[config.mk]
export PLATFORM = sky130hd
export DESIGN_NAME = cbo_overload
export DESIGN_NICKNAME = d
export VERILOG_FILES = /design/src/pkg/cbo_pkg.sv /design/src/design/cbo_overload.sv
export SDC_FILE = /design/constraint.sdc
export NUM_CORES = 2
export LEC_CHECK = 0
export ABC_AREA = 0
export BUFFER_PORTS_ARGS = -buffer_cell sky130_fd_sc_hd__buf_4
export CAP_MARGIN = 15
export CORE_ASPECT_RATIO = 0.8
export CORE_MARGIN = 10
export CORE_UTILIZATION = 63
export DETAILED_ROUTE_END_ITERATION = 8
export PLACE_DENSITY_LB_ADDON = 0.05
export SLEW_MARGIN = 30
export SYNTH_ARGS = -nofsm -noshare
export SYNTH_HDL_FRONTEND = slang
export SYNTH_SLANG_ARGS = --single-unit
[constraint.sdc]
create_clock -name clk -period 30.4 [get_ports clk]
set_input_delay 6.08 -clock clk [delete_from_list [all_inputs] [get_ports clk]]
set_output_delay 6.08 -clock clk [all_outputs]
set_load 0.02 [all_outputs]
[src/pkg/cbo_pkg.sv]
// constants, types and register map of the capacitor overload pickup stage
package cbo_pkg;
    // ==================================================
    // timing
    localparam int CLK_PERIOD_NS = 10;
    localparam int STAMP_RES_NS = 1000000;
    localparam int CYC_PER_MS = (STAMP_RES_NS + CLK_PERIOD_NS - 1) / CLK_PERIOD_NS;
    localparam int CYCLE_MS = 5;
    localparam int PREFAULT_MS = 20;
    localparam int PREFAULT_N = PREFAULT_MS / CYCLE_MS;
    localparam int HIST_N = 2 * PREFAULT_N;
    // ==================================================
    // pickup
    localparam int RESET_RATIO_PCT = 97;
    localparam int FULL_PCT = 100;
    localparam int NUM_PH = 3;
    localparam int NUM_SETS = 8;
    localparam int TRMS_HARMONICS = 32;
    // ==================================================
    // register offsets
    localparam logic [7:0] ADR_CTRL = 8'h00;
    localparam logic [7:0] ADR_STATUS = 8'h04;
    localparam logic [7:0] ADR_CNT_START = 8'h08;
    localparam logic [7:0] ADR_CNT_TRIP = 8'h0c;
    localparam logic [7:0] ADR_CNT_BLK = 8'h10;
    localparam logic [7:0] ADR_PREFAULT = 8'h14;
    localparam logic [7:0] ADR_STAMP = 8'h18;
    localparam logic [7:0] ADR_SET0 = 8'h20;
    localparam logic [7:0] ADR_SET_STEP = 8'h04;
    // ctrl fields
    localparam int CTRL_SEL_LSB = 0;
    localparam int CTRL_FORCE_LSB = 2;
    localparam int CTRL_CLR_BIT = 8;
    // ==================================================
    // enumerations
    typedef enum logic [1:0] {
        MAG_RMS = 2'h1,
        MAG_TRMS = 2'h2,
        MAG_PP = 2'h3
    } cbo_mag_e;
    typedef enum logic [2:0] {
        FRC_NORMAL = 3'h1,
        FRC_START = 3'h2,
        FRC_TRIP = 3'h3,
        FRC_BLOCKED = 3'h4
    } cbo_force_e;
    typedef enum logic [1:0] {
        MODE_INSTANT = 2'h0,
        MODE_DT = 2'h1,
        MODE_IDMT = 2'h2
    } cbo_mode_e;
    // ==================================================
    // carriers
    typedef struct packed {
        logic [15:0] delay_ms;
        logic rsv;
        cbo_mode_e mode;
        logic [12:0] thr;
    } cbo_set_s;
    typedef struct packed {
        logic blk_off;
        logic blk_on;
        logic trip_off;
        logic trip_on;
        logic start_off;
        logic start_on;
        logic [31:0] stamp;
    } cbo_evt_s;
    // ==================================================
    // reset values
    localparam logic [12:0] THR_RST = 13'h0078;
    localparam logic [15:0] DELAY_RST = 16'h03e8;
    localparam cbo_set_s SET_RST = '{DELAY_RST, 1'b0, MODE_DT, THR_RST};
    localparam cbo_mag_e MAG_RST = MAG_RMS;
    localparam cbo_force_e FORCE_RST = FRC_NORMAL;
endpackage

[src/design/cbo_overload.sv]
// three-phase capacitor bank overload pickup, timing, events and counters
//
// The strobed register port and the address map are this design's own decisions.
`timescale 1ns/1ps
// Functional notes
// RULE1: each phase compared separately, any phase picks
// RULE2: release below 97 percent of threshold
// RULE3: one shared threshold, 0.01 steps, 1.20 default
// RULE4: selector 1 rms, 2 trms, 3 peak-peak
// RULE5: true rms covers harmonics up to 32nd
// RULE6: peak-peak taken from sample-based channel
// RULE7: nine magnitudes refreshed every 5 ms
// RULE8: prefault is 20 ms average, 20 ms back
// RULE9: start only while blocking inactive
// RULE10: on/off events for start, trip, blocked
// RULE11: instant mode start and trip share stamp
// RULE12: event stamps have 1 ms resolution
// RULE13: clearable start, trip, blocked counters
// RULE14: eight parameter sets, one shared selector
// RULE15: instant, definite time or inverse time modes
// RULE16: status forcing 1..4, needs global enable
// RULE17: block and set changes apply live
// RULE18: saturation flagged, operation continues
// RULE19: block sampled each cycle, blocked halts event
// RULE20: partner presents block 5 ms ahead; the bench model sends it with the levels
// RULE21: delayed trip when timer completes unblocked
module cbo_overload #(
    parameter int CYC_PER_MS = cbo_pkg::CYC_PER_MS
) (
    // clock and reset
    input wire logic clk,
    input wire logic rst_n,
    // register port
    input wire logic [7:0] reg_addr,
    input wire logic [31:0] reg_wdata,
    input wire logic reg_wr,
    input wire logic reg_rd,
    output logic [31:0] reg_rdata,
    // measurement channels, units of 0.01 nominal
    input wire logic [15:0] phase_a_fund_rms,
    input wire logic [15:0] phase_b_fund_rms,
    input wire logic [15:0] phase_c_fund_rms,
    input wire logic [15:0] phase_a_true_rms,
    input wire logic [15:0] phase_b_true_rms,
    input wire logic [15:0] phase_c_true_rms,
    input wire logic [15:0] phase_a_peak_peak,
    input wire logic [15:0] phase_b_peak_peak,
    input wire logic [15:0] phase_c_peak_peak,
    input wire logic [2:0] ct_saturated,
    // control from system logic
    input wire logic block_in,
    input wire logic [2:0] set_select,
    input wire logic force_enable,
    // outputs
    output logic start,
    output logic trip,
    output logic blocked,
    output logic evt_valid,
    output cbo_pkg::cbo_evt_s evt
);
    // ==================================================
    // reset release
    logic [1:0] rst_pipe;
    always_ff @(posedge clk or negedge rst_n) begin
        if (!rst_n) rst_pipe <= 2'h0;
        else rst_pipe <= {rst_pipe[0], 1'b1};
    end
    wire rst_sync_n = rst_pipe[1];

    // ==================================================
    // time base
    logic [16:0] ms_cnt;
    logic ms_tick;
    logic [2:0] step_cnt;
    logic tick5;
    logic proc;
    logic proc2;
    logic [31:0] stamp;
    wire ms_wrap = (ms_cnt == 17'(CYC_PER_MS - 1));
    wire step_wrap = (step_cnt == 3'(cbo_pkg::CYCLE_MS - 1));
    always_ff @(posedge clk or negedge rst_sync_n) begin
        if (!rst_sync_n) begin
            ms_cnt <= 17'h0;
            ms_tick <= 1'b0;
            step_cnt <= 3'h0;
            tick5 <= 1'b0;
            proc <= 1'b0;
            proc2 <= 1'b0;
            stamp <= 32'h0;
        end else begin
            ms_cnt <= ms_wrap ? 17'h0 : ms_cnt + 17'h1;
            ms_tick <= ms_wrap;
            tick5 <= ms_tick && step_wrap; // RULE7
            proc <= tick5;
            proc2 <= proc;
            if (ms_tick) begin
                stamp <= stamp + 32'h1; // RULE12
                step_cnt <= step_wrap ? 3'h0 : step_cnt + 3'h1;
            end
        end
    end

    // ==================================================
    // registers
    cbo_pkg::cbo_mag_e mag_sel;
    cbo_pkg::cbo_force_e force_sel;
    cbo_pkg::cbo_set_s sets [cbo_pkg::NUM_SETS];
    wire wr_ctrl = reg_wr && (reg_addr == cbo_pkg::ADR_CTRL);
    wire clr_cnt = wr_ctrl && reg_wdata[cbo_pkg::CTRL_CLR_BIT];
    always_ff @(posedge clk or negedge rst_sync_n) begin
        if (!rst_sync_n) begin
            mag_sel <= cbo_pkg::MAG_RST; // RULE4
            force_sel <= cbo_pkg::FORCE_RST; // RULE16
        end else if (wr_ctrl) begin
            mag_sel <= cbo_pkg::cbo_mag_e'(reg_wdata[cbo_pkg::CTRL_SEL_LSB +: 2]);
            force_sel <= cbo_pkg::cbo_force_e'(reg_wdata[cbo_pkg::CTRL_FORCE_LSB +: 3]);
        end
    end
    genvar k;
    generate
        for (k = 0; k < cbo_pkg::NUM_SETS; k++) begin : g_set
            wire [7:0] set_adr = 8'(cbo_pkg::ADR_SET0 + k * cbo_pkg::ADR_SET_STEP);
            always_ff @(posedge clk or negedge rst_sync_n) begin
                if (!rst_sync_n) sets[k] <= cbo_pkg::SET_RST; // RULE3
                else if (reg_wr && reg_addr == set_adr) sets[k] <= reg_wdata; // RULE14
            end
        end
    endgenerate

    // ==================================================
    // per-cycle sampling
    // block, set and magnitudes are caught together so one cycle sees one view
    wire [15:0] fund [cbo_pkg::NUM_PH];
    wire [15:0] trms [cbo_pkg::NUM_PH];
    wire [15:0] ppk [cbo_pkg::NUM_PH];
    assign fund[0] = phase_a_fund_rms;
    assign fund[1] = phase_b_fund_rms;
    assign fund[2] = phase_c_fund_rms;
    assign trms[0] = phase_a_true_rms; // RULE5
    assign trms[1] = phase_b_true_rms;
    assign trms[2] = phase_c_true_rms;
    assign ppk[0] = phase_a_peak_peak; // RULE6
    assign ppk[1] = phase_b_peak_peak;
    assign ppk[2] = phase_c_peak_peak;
    logic [15:0] mag_q [cbo_pkg::NUM_PH];
    logic blk_q;
    logic [2:0] sat_q;
    cbo_pkg::cbo_set_s set_q;
    logic [2:0] pick;
    wire [12:0] thr = set_q.thr;
    genvar p;
    generate
        for (p = 0; p < cbo_pkg::NUM_PH; p++) begin : g_ph
            wire [15:0] sel = (mag_sel == cbo_pkg::MAG_TRMS) ? trms[p] :
                              (mag_sel == cbo_pkg::MAG_PP) ? ppk[p] : fund[p]; // RULE4
            wire [23:0] scaled = 24'(mag_q[p] * 7'(cbo_pkg::FULL_PCT));
            wire [23:0] limit = 24'(thr * 7'(cbo_pkg::RESET_RATIO_PCT));
            wire over = mag_q[p] > {3'h0, thr}; // RULE1
            wire under = scaled < limit; // RULE2
            wire next_pick = over || (pick[p] && !under);
            always_ff @(posedge clk or negedge rst_sync_n) begin
                if (!rst_sync_n) begin
                    mag_q[p] <= 16'h0;
                    pick[p] <= 1'b0;
                end else begin
                    if (tick5) mag_q[p] <= sel; // RULE7
                    if (proc) pick[p] <= next_pick; // RULE1 RULE2
                end
            end
        end
    endgenerate
    always_ff @(posedge clk or negedge rst_sync_n) begin
        if (!rst_sync_n) begin
            blk_q <= 1'b0;
            sat_q <= 3'h0;
            set_q <= cbo_pkg::SET_RST;
        end else if (tick5) begin
            blk_q <= block_in; // RULE19 RULE17
            sat_q <= ct_saturated; // RULE18
            set_q <= sets[set_select]; // RULE14 RULE17
        end
    end

    // ==================================================
    // highest phase and prefault history
    wire [15:0] max_ab = (mag_q[0] > mag_q[1]) ? mag_q[0] : mag_q[1];
    wire [15:0] max_mag = (max_ab > mag_q[2]) ? max_ab : mag_q[2];
    logic [15:0] hist [cbo_pkg::HIST_N];
    always_ff @(posedge clk or negedge rst_sync_n) begin
        if (!rst_sync_n) begin
            for (int i = 0; i < cbo_pkg::HIST_N; i++) hist[i] <= 16'h0;
        end else if (proc) begin
            hist[0] <= max_mag;
            for (int i = 1; i < cbo_pkg::HIST_N; i++) hist[i] <= hist[i - 1];
        end
    end
    // oldest four entries span 20..40 ms before the decision
    wire [17:0] old_sum = 18'(hist[4]) + 18'(hist[5]) + 18'(hist[6]) + 18'(hist[7]);
    wire [15:0] old_avg = old_sum[17:2]; // RULE8

    // ==================================================
    // operating time
    // dt adds 5 x thr per step, idmt adds 5 x highest measured: time scales as thr/measured
    logic [31:0] acc;
    wire delayed = set_q.mode != cbo_pkg::MODE_INSTANT;
    wire [15:0] step_val = (set_q.mode == cbo_pkg::MODE_IDMT) ? max_mag : {3'h0, thr};
    wire [31:0] inc = 32'(step_val * 3'(cbo_pkg::CYCLE_MS));
    wire [31:0] target = 32'(set_q.delay_ms * thr);
    wire [32:0] acc_sum = 33'(acc) + 33'(inc);
    wire any_pick = |pick;
    wire raw_start = any_pick && !blk_q; // RULE9
    wire raw_blk = any_pick && blk_q; // RULE19
    wire time_done = acc_sum >= 33'(target);
    wire raw_trip = delayed ? (raw_start && (trip || time_done)) : raw_start; // RULE21 RULE15
    always_ff @(posedge clk or negedge rst_sync_n) begin
        if (!rst_sync_n) acc <= 32'h0;
        else if (proc2) begin
            if (!raw_start) acc <= 32'h0;
            else if (!time_done) acc <= acc_sum[31:0]; // RULE15
        end
    end

    // ==================================================
    // forcing and outputs
    wire force_act = force_enable && (force_sel != cbo_pkg::FRC_NORMAL); // RULE16
    wire f_trip = force_sel == cbo_pkg::FRC_TRIP;
    wire f_start = (force_sel == cbo_pkg::FRC_START) || f_trip;
    wire f_blk = force_sel == cbo_pkg::FRC_BLOCKED;
    wire next_start = force_act ? f_start : raw_start; // RULE16
    wire next_trip = force_act ? f_trip : raw_trip;
    wire next_blocked = force_act ? f_blk : raw_blk;
    wire s_on = next_start && !start;
    wire s_off = !next_start && start;
    wire t_on = next_trip && !trip;
    wire t_off = !next_trip && trip;
    wire b_on = next_blocked && !blocked;
    wire b_off = !next_blocked && blocked;
    wire any_evt = s_on || s_off || t_on || t_off || b_on || b_off;
    logic [15:0] prefault;
    always_ff @(posedge clk or negedge rst_sync_n) begin
        if (!rst_sync_n) begin
            start <= 1'b0;
            trip <= 1'b0;
            blocked <= 1'b0;
            evt_valid <= 1'b0;
            evt <= '0;
            prefault <= 16'h0;
        end else begin
            evt_valid <= proc2 && any_evt; // RULE10
            if (proc2) begin
                start <= next_start;
                trip <= next_trip;
                blocked <= next_blocked;
                // one record, one stamp: simultaneous edges share it
                evt <= '{b_off, b_on, t_off, t_on, s_off, s_on, stamp}; // RULE10 RULE11
                if (s_on || t_on) prefault <= old_avg; // RULE8
            end
        end
    end

    // ==================================================
    // counters, a clear with an increment in the same cycle leaves 1
    logic [31:0] cnt_start;
    logic [31:0] cnt_trip;
    logic [31:0] cnt_blk;
    always_ff @(posedge clk or negedge rst_sync_n) begin
        if (!rst_sync_n) begin
            cnt_start <= 32'h0;
            cnt_trip <= 32'h0;
            cnt_blk <= 32'h0;
        end else begin
            if (proc2 && s_on) cnt_start <= clr_cnt ? 32'h1 : cnt_start + 32'h1; // RULE13
            else if (clr_cnt) cnt_start <= 32'h0;
            if (proc2 && t_on) cnt_trip <= clr_cnt ? 32'h1 : cnt_trip + 32'h1;
            else if (clr_cnt) cnt_trip <= 32'h0;
            if (proc2 && b_on) cnt_blk <= clr_cnt ? 32'h1 : cnt_blk + 32'h1;
            else if (clr_cnt) cnt_blk <= 32'h0;
        end
    end

    // ==================================================
    // read port
    wire [31:0] ctrl_val = {27'h0, force_sel, mag_sel};
    wire [31:0] status_val = {20'h0, set_select, sat_q, pick, blocked, trip, start};
    wire [31:0] set_off = 32'(reg_addr - cbo_pkg::ADR_SET0);
    wire in_sets = (reg_addr >= cbo_pkg::ADR_SET0) && (set_off[31:2] < cbo_pkg::NUM_SETS);
    wire [31:0] set_val = sets[set_off[4:2]];
    wire [31:0] next_rdata = !reg_rd ? 32'h0 :
        (reg_addr == cbo_pkg::ADR_CTRL) ? ctrl_val :
        (reg_addr == cbo_pkg::ADR_STATUS) ? status_val :
        (reg_addr == cbo_pkg::ADR_CNT_START) ? cnt_start :
        (reg_addr == cbo_pkg::ADR_CNT_TRIP) ? cnt_trip :
        (reg_addr == cbo_pkg::ADR_CNT_BLK) ? cnt_blk :
        (reg_addr == cbo_pkg::ADR_PREFAULT) ? {16'h0, prefault} :
        (reg_addr == cbo_pkg::ADR_STAMP) ? stamp :
        (in_sets && reg_addr[1:0] == 2'h0) ? set_val : 32'h0;
    always_ff @(posedge clk or negedge rst_sync_n) begin
        if (!rst_sync_n) reg_rdata <= 32'h0;
        else reg_rdata <= next_rdata;
    end
endmodule

==> impl_metrics.csv <==
group,metric,value,unit
drt,vias,40000,
cts,numClockSinks,751,
drt,drt_iter0_markers,3969,
floorplan,start_util,63.6,%
worst_setup_path,slowest_delay,0.74,ns
timing,slew_viol_final,0,
global_route,grt_pass1_vias,40200,
cells_and_area,fin_util,70.4,%
drt,first_pass_iters,6,
cts,clk_latency,0.66,ns
worst_setup_path,cp_max_fo,22,
timing,slew_headroom,31.4,%
global_route,grt_pass1_wl,239,mm
placement,dp_slack,19.29,ns
cells_and_area,final_cell_area,60500,um^2
worst_setup_path,path_class,"reg2reg",
timing,hold_violations,0,
worst_setup_path,worstSetupStartpointType,"flip-flop",
floorplan,dieHeight,283,um
timing,clock.fmax,88.6,MHz
worst_setup_path,crit_cells,44,
worst_setup_path,path_buf_inv,2,
worst_setup_path,crit_family,"compound AO/OA/AOI/OAI gates",
worst_setup_path,crit_top_cell,"o21a_1",
cts,cts_tree,"done",
logic_synthesis,synthesis.nets,6021,
floorplan,core,85900,um^2
cells_and_area,finalNonFillerCells,6450,
cts,cts_root_buf,"clkbuf_16",
drt,wirelength,154,mm
global_route,grt_start_max_net_pins,184,
floorplan,ios,270,
timing,setup_tns,0,ns
power,power,2.17,mW
cells_and_area,drive_gt1_share,22.3,%
power,power_density,35.9,nW/um^2
cts,clockBufferDepth,3,
placement,place_hpwl,113,mm
hold_path,hold_class,"reg2reg",
timing,period_needed,11.29,ns
cts,cts_setup_buffers,0,
floorplan,die_x,349,um
logic_synthesis,ys_ff_latch,751,
power,p_leak,29.6,nW
job,maxCapViolCount,0,
placement,place_area,57700,um^2
floorplan,fp-row-count,96,
floorplan,dieArea,99000,um^2
cells_and_area,finalNetCount,6194,
drt,vias_per_cell,6.20,
worst_setup_path,cp-end-kind,"flip-flop",
cells_and_area,area_delta_synth_final,10.7,%
timing,setup_ws,19.11,ns
logic_synthesis,synth_area_per_cell,10.8,um^2
logic_synthesis,synth-main-ff-cell,"dfrtp_1",
worst_setup_path,reg2reg_depth,44,
cts,clkTransAtPathRegs,0.07,ns
hold_path,hold-path-cell-count,0,
cts,ctsResizeCount,0,
logic_synthesis,synth_edf_count,0,
timing,timing.hold.ws,0.347,ns
drt,ant_nets,0,
timing,worstMarginPinSlew,1.02,ns
worst_setup_path,crit_slowest_cell,"or4b_2",
timing,finalCritPeriodShare,37.1,%
placement,port-buffer-count,269,
cts,h-tree-depth,3,
cells_and_area,layout_common_cells,"dfrtp_1, inv_1, ha_1",
run_status,status,"completed",
logic_synthesis,synth_cells,5076,
global_route,grt.total_usage,31.0,%
global_route,antenna_found_initial,12,
global_route,grt_overflow_total,0,
logic_synthesis,syn_area,54600,um^2
drt,wire_per_inst,23.8,um
drt,drc,0,
cells_and_area,final_common_cell,"dfrtp_1",
cts,cts_buffers,80,
cts,cts_hold_repair.buffers,0,
logic_synthesis,synth_cell_types,102,
timing,rsz0062_at_grt,"false",
logic_synthesis,synthArstFlopShare,100,%
placement,gp_congestion,0.981,
logic_synthesis,yosysWarnings,0,
power,ir_drop,45.5,uV
placement,place_inst,6293,
worst_setup_path,required,30.92,ns
timing,setup_viol,0,
timing,skew,0.0298,ns
worst_setup_path,worstPathArrival,11.81,ns
logic_synthesis,seq_area_frac_synth,34.6,%
registers in the layout (all words and copies together), names as in the netlist, 3 cells and up:
name and flops:
sets 256, hist 128, mag_q 48, evt 38, acc 32, cnt_blk 32
cnt_start 32, cnt_trip 32, reg_rdata 32, stamp 32, set_q 18, ms_cnt 17
prefault 16, thr 13, force_sel 3, pick 3, sat_q 3, step_cnt 3
path summary, 6_finish.rpt:
kind | start | to | slack, ns
max reg2reg | mag_q[17] | acc[2] | 19.11
min in group asynchronous | rst_pipe[1] | pick[0] | 0.38
max in group asynchronous | rst_n | rst_pipe[1] | 25.11
min reg2reg | rst_pipe[0] | rst_pipe[1] | 0.35
max | mag_q[17] | acc[2] | 19.11
min | rst_pipe[0] | rst_pipe[1] | 0.35
cell families (layout without fill, tap and decap cells):
group	Yosys count	in the layout	synth area share, %
AO/OA/AOI/OAI	794	794	9.36
XOR/XNOR	209	209	3.35
adder cells (fa/ha/maj)	749	749	20.4
buffers and inverters	739	980	5.16
flip-flops	751	751	34.6
multiplexers	707	707	16.9
other	1	7	0.00686
AND/OR/NAND/NOR	1126	1126	10.2
power by group:
group / internal [mW] / switching (mW) / total (mW)
Combinational: 0.0592 / 0.0627 / 0.122
Sequential: 1.02 / 0.0166 / 1.04
Clock: 0.573 / 0.435 / 1.01
layer usage:
metal | vias up | track usage [%] | wire length [um]
met5 | - | 0 | 34
met2 | 1619 | 44.1 | 65000
met1 | 19900 | 44.2 | 66800
met3 | 252 | 11.2 | 17400
met4 | 6 | 8.99 | 4420
li1 | 18200 | - | -
area by class of cell:
class	instances	area [um^2]
fill	6430	25400
clock buffer	123	2330
timing repair buffer	312	2400
sequential	751	18900
tap	1127	1410
clock inverter	27	372
antenna	6	15.0
inverter	518	1940
multi-input combinational	3586	33100
Yosys cell counts, types with 101 or more instances:
cell      number  area [um^2]
dfrtp_1      650        16300
inv_1        517         1940
nor2_1       238          893
nand2_1      375         1410
fa_1         239         4780
mux2_2       449         5060
clkbuf_1     139          522
o21ai_0      192          961
a21oi_1      195          976
mux2i_1      131         1310
xnor2_1      118         1030
ha_1         510         6380
dfstp_2      101         2650
mux4_2       126         2840
(Power assumes the default switching activity.)
